### src/ecc_regs.svh
`ifndef ECC_REGS_SVH
`define ECC_REGS_SVH

// register offsets
`define ECC_ADDR_PORT      8'h0E
`define ECC_ADDR_GENERAL   8'h0F
`define ECC_ADDR_CAP_FIRST 8'h20
`define ECC_ADDR_CAP_SECND 8'h21
`define ECC_ADDR_CAP_CTRL  8'h22

// general control fields
`define ECC_GEN_EARLY_PED    7
`define ECC_GEN_VPIN_SEL     5
`define ECC_GEN_BLUE_MARK    4
`define ECC_GEN_VBI_DATA     3
`define ECC_GEN_SYNC_DLY_MSB 1
`define ECC_GEN_SYNC_DLY_LSB 0

// caption control fields
`define ECC_CAP_EN         7
`define ECC_CAP_RTS        6
`define ECC_CAP_PAR        5
`define ECC_CAP_FLD        4
`define ECC_CAP_LINE_MSB   3
`define ECC_CAP_LINE_LSB   0

// port register fields
`define ECC_PORT_IN_MSB    7
`define ECC_PORT_IN_LSB    6
`define ECC_PORT_OUT_MSB   5
`define ECC_PORT_OUT_LSB   2
`define ECC_PORT_BURST     1
`define ECC_PORT_COMP_SYNC 0

// reset values
`define ECC_GEN_RST        8'h00
`define ECC_CAP_BYTE_RST   8'h00
`define ECC_CAP_CTRL_RST   8'h00
`define ECC_PORT_OUT_RST   4'h0

// caption line placement and content
`define ECC_CAP_LINE_OFFSET 10'h00A
`define ECC_CAP_NULL_BYTE   8'h00

// early pedestal lines
`define ECC_PED_LINE_A     10'h015
`define ECC_PED_LINE_B     10'h016
`define ECC_PED_LINE_C     10'h11B
`define ECC_PED_LINE_D     10'h11C
`define ECC_PED_LINE_E     10'h11D

`endif

### src/ecc_pkg.sv
package ecc_pkg;

    typedef enum logic [1:0] {
        ECC_CAP_IDLE = 2'b00,
        ECC_CAP_DATA = 2'b01,
        ECC_CAP_NULL = 2'b10
    } ecc_cap_state_t;

    typedef enum logic [1:0] {
        ECC_SYNC_Y735  = 2'b00,
        ECC_SYNC_CB736 = 2'b01,
        ECC_SYNC_Y736  = 2'b10,
        ECC_SYNC_CR736 = 2'b11
    } ecc_sync_delay_t;

endpackage : ecc_pkg

### src/ecc_cap_tx.sv
`include "ecc_regs.svh"

module ecc_cap_tx (
    input  wire logic       clk_sys,    // encoder clock
    input  wire logic       rst_b,      // async reset, active low
    input  wire logic       load,       // copy pair into transmitter
    input  wire logic       autoParity, // overwrite msb with odd parity
    input  wire logic [7:0] byteFirst,  // first loaded byte
    input  wire logic [7:0] byteSecond, // second loaded byte
    output logic      [7:0] txFirst,    // first byte being transmitted
    output logic      [7:0] txSecond    // second byte being transmitted
);

    logic [7:0] rawByte [2];
    logic [7:0] outByte [2];

    assign rawByte[0] = byteFirst;
    assign rawByte[1] = byteSecond;

    genvar gi;
    generate
        for (gi = 0; gi < 2; gi++) begin : gByte
            // odd parity over the seven data bits sets the eighth
            wire parityBit = ~(^rawByte[gi][6:0]);
            assign outByte[gi] = autoParity ? {parityBit, rawByte[gi][6:0]}
                                            : rawByte[gi];
        end
    endgenerate

    always_ff @(posedge clk_sys or negedge rst_b) begin
        if (!rst_b) begin
            txFirst  <= `ECC_CAP_BYTE_RST;
            txSecond <= `ECC_CAP_BYTE_RST;
        end else if (load) begin
            txFirst  <= outByte[0];
            txSecond <= outByte[1];
        end
    end
endmodule : ecc_cap_tx

### src/ecc_ctrl.sv
`include "ecc_regs.svh"

module ecc_ctrl (
    input  wire logic        clk_sys,        // 27 MHz encoder clock
    input  wire logic        rst_b,          // async reset, active low
    input  wire logic        serial_select_n,// low = serial control mode
    input  wire logic [7:0]  regAddr,        // register address
    input  wire logic        regWr,          // write strobe, one cycle
    input  wire logic        regRd,          // read strobe, level while reading
    input  wire logic [7:0]  regWrData,      // write data
    output logic      [7:0]  regRdData,      // read data, one cycle later
    input  wire logic [7:0]  pinIn,          // data pin levels
    output logic      [7:0]  pinOut,         // data pin drive values
    output logic      [7:0]  pinOe_b,        // data pin enables, low drives
    input  wire logic        videoNtscM,     // NTSC or PAL-M format
    input  wire logic [9:0]  frameLine,      // line number in frame
    input  wire logic [9:0]  fieldLine,      // line number in field
    input  wire logic        oddField,       // high in odd field
    input  wire logic        hsyncFall,      // horizontal sync falling edge pulse
    input  wire logic        vsyncRaw_b,     // vertical sync from timing, low active
    input  wire logic        pixelValidRaw,  // pixel data valid from timing
    input  wire logic        blueSampleRaw,  // Cb sample marker from timing
    input  wire logic        vbiLine,        // current line is vertical interval
    input  wire logic        burstWindow,    // burst window from timing
    input  wire logic        compSyncRaw_b,  // composite sync, low on tips
    output logic             pedestalEarly,  // add pedestal on this early line
    output logic             vsyncPin,       // vertical sync pin value
    output logic             blankSelPin,    // shared blanking/marker pin value
    output logic             vbiBlank,       // blank current vertical line
    output logic             vbiEncode,      // encode pixels on vertical line
    output ecc_pkg::ecc_sync_delay_t syncDelay, // sync edge alignment
    output logic             capLineData,    // caption line carries data
    output logic             capLineNull,    // caption line carries null bytes
    output logic      [7:0]  capTxFirst,     // first transmitted caption byte
    output logic      [7:0]  capTxSecond     // second transmitted caption byte
);

    logic [7:0] genCtrl;
    logic [7:0] capFirst;
    logic [7:0] capSecond;
    logic [7:0] capCtrl;
    logic [3:0] portOut;
    ecc_pkg::ecc_cap_state_t capState;
    ecc_pkg::ecc_cap_state_t next_capState;

    // address decode
    wire serialMode = !serial_select_n;
    wire selPort    = regAddr == `ECC_ADDR_PORT;
    wire selGen     = regAddr == `ECC_ADDR_GENERAL;
    wire selFirst   = regAddr == `ECC_ADDR_CAP_FIRST;
    wire selSecond  = regAddr == `ECC_ADDR_CAP_SECND;
    wire selCtrl    = regAddr == `ECC_ADDR_CAP_CTRL;
    wire wrGen      = regWr && selGen;
    wire wrFirst    = regWr && selFirst;
    wire wrSecond   = regWr && selSecond;
    wire wrCtrl     = regWr && selCtrl;
    wire wrPort     = regWr && selPort;

    // general control fields
    wire earlyPedEn  = genCtrl[`ECC_GEN_EARLY_PED];
    wire vertPinSel  = genCtrl[`ECC_GEN_VPIN_SEL];
    wire blueMarkSel = genCtrl[`ECC_GEN_BLUE_MARK];
    wire vbiEnBit    = genCtrl[`ECC_GEN_VBI_DATA];

    // caption control fields
    wire       capEn     = capCtrl[`ECC_CAP_EN];
    wire       capRts    = capCtrl[`ECC_CAP_RTS];
    wire       capPar    = capCtrl[`ECC_CAP_PAR];
    wire       capFldSel = capCtrl[`ECC_CAP_FLD];
    wire [3:0] capLine   = capCtrl[`ECC_CAP_LINE_MSB:`ECC_CAP_LINE_LSB];

    // caption line timing: trigger on the hsync edge that opens the target line
    wire [9:0] capTarget  = `ECC_CAP_LINE_OFFSET + {6'h00, capLine};
    wire [9:0] nextLine   = fieldLine + 10'h001;
    wire       capFieldOk = capFldSel ? !oddField : oddField;
    wire       capTrigger = hsyncFall && capEn && capFieldOk
                            && (nextLine == capTarget);
    wire       capLoad    = capTrigger && capRts;
    // a host write that sets the request in the same cycle wins over the clear
    wire       rtsSetWr   = wrCtrl && regWrData[`ECC_CAP_RTS];
    wire       next_rts   = rtsSetWr ? 1'b1 : (capLoad ? 1'b0 :
                            (wrCtrl ? 1'b0 : capRts));

    // early pedestal line match
    wire pedLine = (frameLine == `ECC_PED_LINE_A) || (frameLine == `ECC_PED_LINE_B)
                || (frameLine == `ECC_PED_LINE_C) || (frameLine == `ECC_PED_LINE_D)
                || (frameLine == `ECC_PED_LINE_E);

    // port register view; inputs only exist in serial mode
    wire [1:0] gpIn      = serialMode ? pinIn[7:6] : 2'h0;
    wire [7:0] portView  = {gpIn, portOut, burstWindow, compSyncRaw_b};

    wire [7:0] rdMux = selPort   ? portView :
                       selGen    ? {genCtrl[7], 1'b0, genCtrl[5:3], 1'b0, genCtrl[1:0]} :
                       selFirst  ? capFirst :
                       selSecond ? capSecond :
                       selCtrl   ? capCtrl : 8'h00;

    // pin drive: serial mode fixes the port function, parallel mode drives read data
    wire [7:0] serialPins   = {2'h0, portOut, burstWindow, compSyncRaw_b};
    wire [7:0] next_pinOut  = serialMode ? serialPins : rdMux;
    wire [7:0] next_pinOe_b = serialMode ? 8'hC0 : (regRd ? 8'h00 : 8'hFF);

    always_ff @(posedge clk_sys or negedge rst_b) begin
        if (!rst_b) begin
            genCtrl <= `ECC_GEN_RST;
        end else if (wrGen) begin
            genCtrl <= regWrData;
        end
    end

    // host side of the hand-off: bytes may be loaded at any time before the request
    always_ff @(posedge clk_sys or negedge rst_b) begin
        if (!rst_b) begin
            capFirst  <= `ECC_CAP_BYTE_RST;
            capSecond <= `ECC_CAP_BYTE_RST;
        end else begin
            if (wrFirst) begin
                capFirst <= regWrData;
            end
            if (wrSecond) begin
                capSecond <= regWrData;
            end
        end
    end

    always_ff @(posedge clk_sys or negedge rst_b) begin
        if (!rst_b) begin
            capCtrl <= `ECC_CAP_CTRL_RST;
        end else begin
            capCtrl[`ECC_CAP_RTS] <= next_rts;
            if (wrCtrl) begin
                capCtrl[7] <= regWrData[7];
                capCtrl[5:0] <= regWrData[5:0];
            end
        end
    end

    // writes to the input bits are dropped; only bits 5-2 store
    always_ff @(posedge clk_sys or negedge rst_b) begin
        if (!rst_b) begin
            portOut <= `ECC_PORT_OUT_RST;
        end else if (wrPort) begin
            portOut <= regWrData[`ECC_PORT_OUT_MSB:`ECC_PORT_OUT_LSB];
        end
    end

    // read data sampled when the read executes, so gp inputs are a snapshot
    always_ff @(posedge clk_sys or negedge rst_b) begin
        if (!rst_b) begin
            regRdData <= 8'h00;
            pinOut    <= 8'h00;
            pinOe_b   <= 8'hFF;
        end else begin
            regRdData <= regRd ? rdMux : 8'h00;
            pinOut    <= next_pinOut;
            pinOe_b   <= next_pinOe_b;
        end
    end

    // caption line state lasts until the hsync edge that ends the line
    always_comb begin
        next_capState = capState;
        case (capState)
            ecc_pkg::ECC_CAP_IDLE: begin
                if (capTrigger) begin
                    next_capState = capRts ? ecc_pkg::ECC_CAP_DATA
                                           : ecc_pkg::ECC_CAP_NULL;
                end
            end
            ecc_pkg::ECC_CAP_DATA,
            ecc_pkg::ECC_CAP_NULL: begin
                if (hsyncFall) begin
                    next_capState = ecc_pkg::ECC_CAP_IDLE;
                end
            end
            default: begin
                next_capState = ecc_pkg::ECC_CAP_IDLE;
            end
        endcase
    end

    always_ff @(posedge clk_sys or negedge rst_b) begin
        if (!rst_b) begin
            capState <= ecc_pkg::ECC_CAP_IDLE;
        end else begin
            capState <= next_capState;
        end
    end

    // pin functions and video controls, registered for clean pin timing
    always_ff @(posedge clk_sys or negedge rst_b) begin
        if (!rst_b) begin
            pedestalEarly <= 1'b0;
            vsyncPin      <= 1'b1;
            blankSelPin   <= 1'b0;
            vbiBlank      <= 1'b0;
            vbiEncode     <= 1'b0;
        end else begin
            pedestalEarly <= earlyPedEn && videoNtscM && pedLine;
            vsyncPin      <= vertPinSel ? !oddField : vsyncRaw_b;
            blankSelPin   <= blueMarkSel ? blueSampleRaw : pixelValidRaw;
            vbiBlank      <= vbiLine && !vbiEnBit;
            vbiEncode     <= vbiLine && vbiEnBit;
        end
    end

    assign syncDelay   = ecc_pkg::ecc_sync_delay_t'(
                         genCtrl[`ECC_GEN_SYNC_DLY_MSB:`ECC_GEN_SYNC_DLY_LSB]);
    assign capLineData = capState == ecc_pkg::ECC_CAP_DATA;
    assign capLineNull = capState == ecc_pkg::ECC_CAP_NULL;

    ecc_cap_tx ecc_cap_tx_i (
        .clk_sys    (clk_sys),
        .rst_b      (rst_b),
        .load       (capTrigger),
        .autoParity (capPar),
        .byteFirst  (capRts ? capFirst  : `ECC_CAP_NULL_BYTE),
        .byteSecond (capRts ? capSecond : `ECC_CAP_NULL_BYTE),
        .txFirst    (capTxFirst),
        .txSecond   (capTxSecond)
    );
endmodule : ecc_ctrl

### config.mk
export PLATFORM = sky130hd
export DESIGN_NAME = ecc_ctrl
export DESIGN_NICKNAME = d
export VERILOG_FILES = /design/src/ecc_pkg.sv /design/src/ecc_cap_tx.sv /design/src/ecc_ctrl.sv
export VERILOG_INCLUDE_DIRS = /design/src
export SDC_FILE = /design/constraint.sdc
export NUM_CORES = 1
export LEC_CHECK = 0
export ABC_CLOCK_PERIOD_IN_PS = 5250
export BUFFER_PORTS_ARGS = -buffer_cell sky130_fd_sc_hd__buf_4
export CAP_MARGIN = 20
export CORE_UTILIZATION = 56
export DETAILED_ROUTE_END_ITERATION = 6
export PLACE_DENSITY = 0.93
export RECOVER_POWER = 25
export SLEW_MARGIN = 10
export SYNTH_ARGS = -nofsm -noshare
export SYNTH_HDL_FRONTEND = slang
export SYNTH_SLANG_ARGS = --single-unit
### constraint.sdc
create_clock -name clk_sys -period 5.25 [get_ports clk_sys]
set_clock_uncertainty 0.1 [all_clocks]
set_input_delay 0.525 -clock clk_sys [delete_from_list [all_inputs] [get_ports clk_sys]]
set_output_delay 0.525 -clock clk_sys [all_outputs]
set_load 0.01 [all_outputs]
# ---- Word-level counts from Yosys, hierarchy flattened
# Index checks and enable logic that the tools add are counted.
dict set report word_totals {
  regBits 83
  inputBits 58
  output_inout_bits 49
  elab_cells 86
}
dict set report op_classes {
  add_sub_neg 2
  eq_ne 15
  n_mux 24
  n_bitwise 2
  reduce_logical 26
}
# op n
set ops {}
lappend ops {{$mux W8} 13}
lappend ops {{$eq A10 B9 Y1 const B} 3}
lappend ops {{$eq A8 B6 Y1 const B} 3}
lappend ops {{$eq A10 B5 Y1 const B} 2}
lappend ops {{$eq A8 B4 Y1 const B} 2}
lappend ops {{$logic_and A1 B1 Y1} 14}
lappend ops {{$reduce_xor A7 Y1} 2}
lappend ops {{$add A10 B1 Y10 const B} 1}
lappend ops {{$eq A10 B5 Y1} 1}
lappend ops {{$mux W2} 4}
lappend ops {{$mux W1} 6}
lappend ops {{$add A4 B4 Y5 const A} 1}
lappend ops {{$logic_or A1 B1 Y1} 4}
lappend ops {{$ne A2 B2 Y1 const B} 2}
lappend ops {{$pmux W2 S2} 1}
lappend ops {{$reduce_bool A3 Y1} 1}
lappend ops {{$eq A2 B1 Y1 const B} 1}
lappend ops {{$eq A2 B2 Y1 const B} 1}
lappend ops {{$logic_not A1 Y1} 2}
lappend ops {{$logic_not A2 Y1} 1}
lappend ops {{$not A1 Y1} 2}
lappend ops {{$reduce_and A2 Y1} 1}
lappend ops {{$reduce_or A2 Y1} 1}

# ---- Longest topological paths before layout
dict set report logic_depth {
  ltp_word 7
  depth_mapped 9
}

# ---- Modules after synthesis
# A second synthesis with hierarchy kept.
dict set report unflattened {
  cells_unflattened 334
  area_unflattened_um2 3846.2
}
# mod n_inst cells_each area_per_inst_um2
set modules_own_cells {}
lappend modules_own_cells {ecc_ctrl 1 286 3110.5}
lappend modules_own_cells {ecc_cap_tx 1 48 735.7}

# ---- Worst setup path after synthesis
# OpenSTA, ideal clock, no wires.
dict set report synth_path {
  path_kind {input -> register}
  from {in fieldLine[0]}
  to {reg ecc_cap_tx_i.txFirst[7]}
  t_arrival_ps 2189
  required_time_ps 5023
  slack_ps 2834
  stages 8
  cell_sequence {ha_1 > xnor2_1 > nor4_1 > o211ai_1 > nor3_4 > and2_1 > buf_6 > mux2_1}
}
dict set report synth_via {
  elab_chain_len 3
}
# element line_no
set synth_lines {}
lappend synth_lines {{from (decl)} ecc_ctrl.sv:17} ;# input wire logic [9:0] fieldLine,
lappend synth_lines {{$add A10 B1 Y10} ecc_ctrl.sv:74} ;# wire [9:0] nextLine = fieldLine + 10'h001;
lappend synth_lines {{$eq A10 B5 Y1} ecc_ctrl.sv:77} ;# && (nextLine == capTarget);
lappend synth_lines {{$logic_and A1 B1 Y1} ecc_ctrl.sv:77}
lappend synth_lines {{to (signal assigned)} ecc_cap_tx.sv:32} ;# txFirst <= `ECC_CAP_BYTE_RST;
lappend synth_lines {{to (signal assigned)} ecc_cap_tx.sv:35} ;# txFirst <= outByte[0];
lappend synth_lines {{to (decl)} ecc_cap_tx.sv:10} ;# output logic [7:0] txFirst,
# Every way passes these cells.
# A chain may end at the register's enable or synchronous reset.

# ---- Final worst setup path
# Same ends and word-level chain as after synthesis.

==> impl_metrics.csv <==
group,metric,value,unit
outcome,status,"finished, violations left",
outcome,violations,"DRC",
grt,grt_overflow,0,
power,power_density,264,mW/mm²
grt,grt_pass1_vias,3038,
detailed_routing,drc_errors,8,
critical_path,end_kind,"flop",
cts,cts_buffer_depth,2,
placed_design,gp_congestion,0.783,
yosys,synth_cells,329,
grt,antenna_found_initial,0,
yosys,syn-cell-area,0.00376,mm²
grt,use_met3,4.25,%
timing,max_freq,320,MHz
cts,cts_inserted_buffers,9,
run,cap_violations,0,
final_layout,fin_area,0.00468,mm²
critical_path,cp_max_fo,19,
final_layout,nFillCells,443,
final_layout,nets,479,
cts,cts_num_sinks,75,
yosys,synth_edf_count,0,
cts,cts_tree,"built",
timing,rsz0062_at_grt,"false",
yosys,synth_area_per_cell,11.4,µm²
final_layout,area_delta_synth_final,24.6,%
critical_path,rr_worst_depth,7,
timing,final.setup.tns,0,ps
cts,postCtsSetupRepairBufs,0,
timing,fin_crit,3120,ps
timing,slew_headroom,37.6,%
cts,ctsHoldBuffers,0,
yosys,syn_nets,392,
floorplanning,die_h,84.0,µm
detailed_routing,antenna_left,0,
final_layout,layout_commonest_cell,"buf_4",
final_layout,multiInputGateArea,0.00172,mm²
detailed_routing,drt-pass1-iter-count,6,
yosys,synth-async-reset-ratio,100,%
detailed_routing,routed_wl,8970,µm
power,power_leakage,2.26,nW
yosys,ys_seq_area_share,50.0,%
placed_design,io_buffers,100,
power,ir_drop,159,µV
grt,top_usage_layer,"met2",
final_layout,layout_common_cells,"buf_4, dfrtp_1, mux2_2",
detailed_routing,vias_per_cell,5.94,
cts,post_cts_resize_count,0,
floorplanning,initial_utilization,58.6,%
yosys,ys_types,46,
placed_design,placed_cell_area,0.00447,mm²
floorplanning,fp.dieArea,0.00705,mm²
timing,period_share,59.5,%
cts,clkTransAtPathRegs,70,ps
min_path,hp-class,"in2async",
grt,grt_max_degree,76,
grt,grt_first_pass_wirelength,14800,µm
cts,htree_levels,3,
detailed_routing,drt_iter0_markers,231,
grt,use_met1,33.3,%
floorplanning,rows,29,
floorplanning,io_pins,107,
grt,grtUsageTotal,27.1,%
timing,worst_pin_slew,935,ps
yosys,yosysWarnings,0,
final_layout,drive_above_1_share,36.8,%
yosys,synth-seq-cells,75,
floorplanning,core_area,0.00642,mm²
timing,drv_slew,0,
critical_path,reg2reg_to,"ecc_cap_tx_i.txFirst[7]",
timing,finalSetupViolCount,0,
critical_path,worstSetupPathType,"in2reg",
critical_path,ff2ff_setup_slack,2160,ps
cts,ctsRootBufferMaster,"clkbuf_8",
critical_path,worstPathArrival,3250,ps
floorplanning,fp.dieW,84.0,µm
critical_path,worstSetupStartpointType,"primary input",
critical_path,required,5380,ps
cts,clkLatencyLatePin,350,ps
final_layout,diodes,0,
yosys,synth_ff_type,"dfrtp_1",
detailed_routing,wl_per_cell,18.0,µm
placed_design,dpl.hpwl,6330,µm
final_layout,seq_area,0.00188,mm²
grt,met2_usage,45.4,%
detailed_routing,vias,2956,
critical_path,r2r_start,"capCtrl[1]",
timing,finalHoldViolCount,0,
[per-layer routing]
layer / vias up / routed length, µm / part of all wire (%)
met1: 1464 / 3520 / 39
met2: 120 / 4670 / 52
li1: 1349 / - / -
met5: - / 0 / 0
met4: 0 / 265 / 3.0
met3: 23 / 508 / 5.7
[cell type report]
cell class              instances  area share (%)
multi-input cells             223            36.6
repair buffers                100            15.9
flip-flops and latches         75            40.1
inverters                       7           0.561
clock inverters                 5            1.66
well taps                      77            2.06
clock buffers                  11            3.02
[cells in the mapped netlist, drive strengths merged, types with 2 or more instances]
| master | number | area share, % |
|---|---|---|
| dfrtp | 72 | 48 |
| mux2 | 41 | 12 |
| nand2 | 19 | 1.9 |
| xnor2 | 19 | 4.4 |
| a21boi | 14 | 2.8 |
| a31o | 14 | 3.3 |
| buf | 13 | 2.6 |
| nor2 | 13 | 1.3 |
| nor2b | 13 | 2.2 |
| a21oi | 12 | 1.7 |
| clkbuf | 11 | 1.1 |
| o21ai | 10 | 1.3 |
| mux2i | 8 | 2.1 |
| inv | 7 | 0.70 |
| nand3 | 7 | 0.93 |
| a22oi | 6 | 1.2 |
| and3 | 5 | 0.83 |
| ha | 5 | 1.7 |
| nor3 | 5 | 1.1 |
| a31oi | 3 | 0.50 |
| and2 | 3 | 0.50 |
| dfstp | 3 | 2.1 |
| xor2 | 3 | 0.70 |
| a32oi | 2 | 0.47 |
| and4 | 2 | 0.47 |
| nor3b | 2 | 0.40 |
| nor4b | 2 | 0.47 |
| o211ai | 2 | 0.40 |
| or3 | 2 | 0.33 |
[metrics by stage]
| step | total power, W | setup WS [ps] | hold slack (ps) | utilization [%] | instances |
|---|---|---|---|---|---|
| 6_report | 0.00124 | 2130 | 209 | 72.9 | 498 |
| 2_1_floorplan | 0.000689 | 2830 | 129 | - | 329 |
| 3_5_place_dp | 0.000762 | 1860 | 359 | 69.6 | 482 |
| 3_3_place_gp | 0.000754 | 1970 | 353 | 69.6 | 482 |
| 4_1_cts | 0.00124 | 2200 | 242 | 73.0 | 498 |
| 5_1_grt | 0.00128 | 1960 | 248 | 72.9 | 498 |
[registers in the layout, indices dropped and copies added (netlist names)]
signal                 flops
blankSelPin                1
capCtrl                    8
capFirst                   8
capSecond                  8
capState                   2
ecc_cap_tx_i.txFirst       8
ecc_cap_tx_i.txSecond      8
genCtrl                    6
pedestalEarly              1
pinOe_b                    2
pinOut                     8
portOut                    4
regRdData                  8
vbiBlank                   1
vbiEncode                  1
vsyncPin                   1
[worst max-delay path, cell delays in order]
cell      delay [ps]
buf_4            130
ha_1             290
xnor2_1          140
nor4_1           340
o211ai_1         200
nor3_4           540
and2_1           690
mux2_1           380
[power by group]
group          total [W]  internal, W  switching [W]
Combinational   0.000137    0.0000704      0.0000666
Clock           0.000486     0.000279       0.000207
Sequential      0.000615     0.000595      0.0000193
Total            0.00124     0.000945       0.000293
[how the worst max path moves through the flow]
| stage | startpoint | to | slack [ps] |
|---|---|---|---|
| floorplan | fieldLine[0] | ecc_cap_tx_i.txFirst[7] | 2830 |
| detailed placement | fieldLine[0] | ecc_cap_tx_i.txFirst[7] | 1860 |
| global placement | fieldLine[0] | ecc_cap_tx_i.txFirst[7] | 1970 |
| CTS | capCtrl[1] | ecc_cap_tx_i.txFirst[7] | 2200 |
| finish | fieldLine[0] | ecc_cap_tx_i.txFirst[7] | 2130 |
| global route | fieldLine[0] | ecc_cap_tx_i.txFirst[7] | 1960 |
[logic make-up after synthesis]
family	synth area share [%]
xor gates and xnor gates	5.12
and+or+nand+nor	11.1
DFF	50.0
muxes	14.4
adders and majority gates	1.66
buffers and inverters	4.39
AOI/OAI and AO/OA	13.3
No activity file was read; power rests on OpenSTA's default activity.
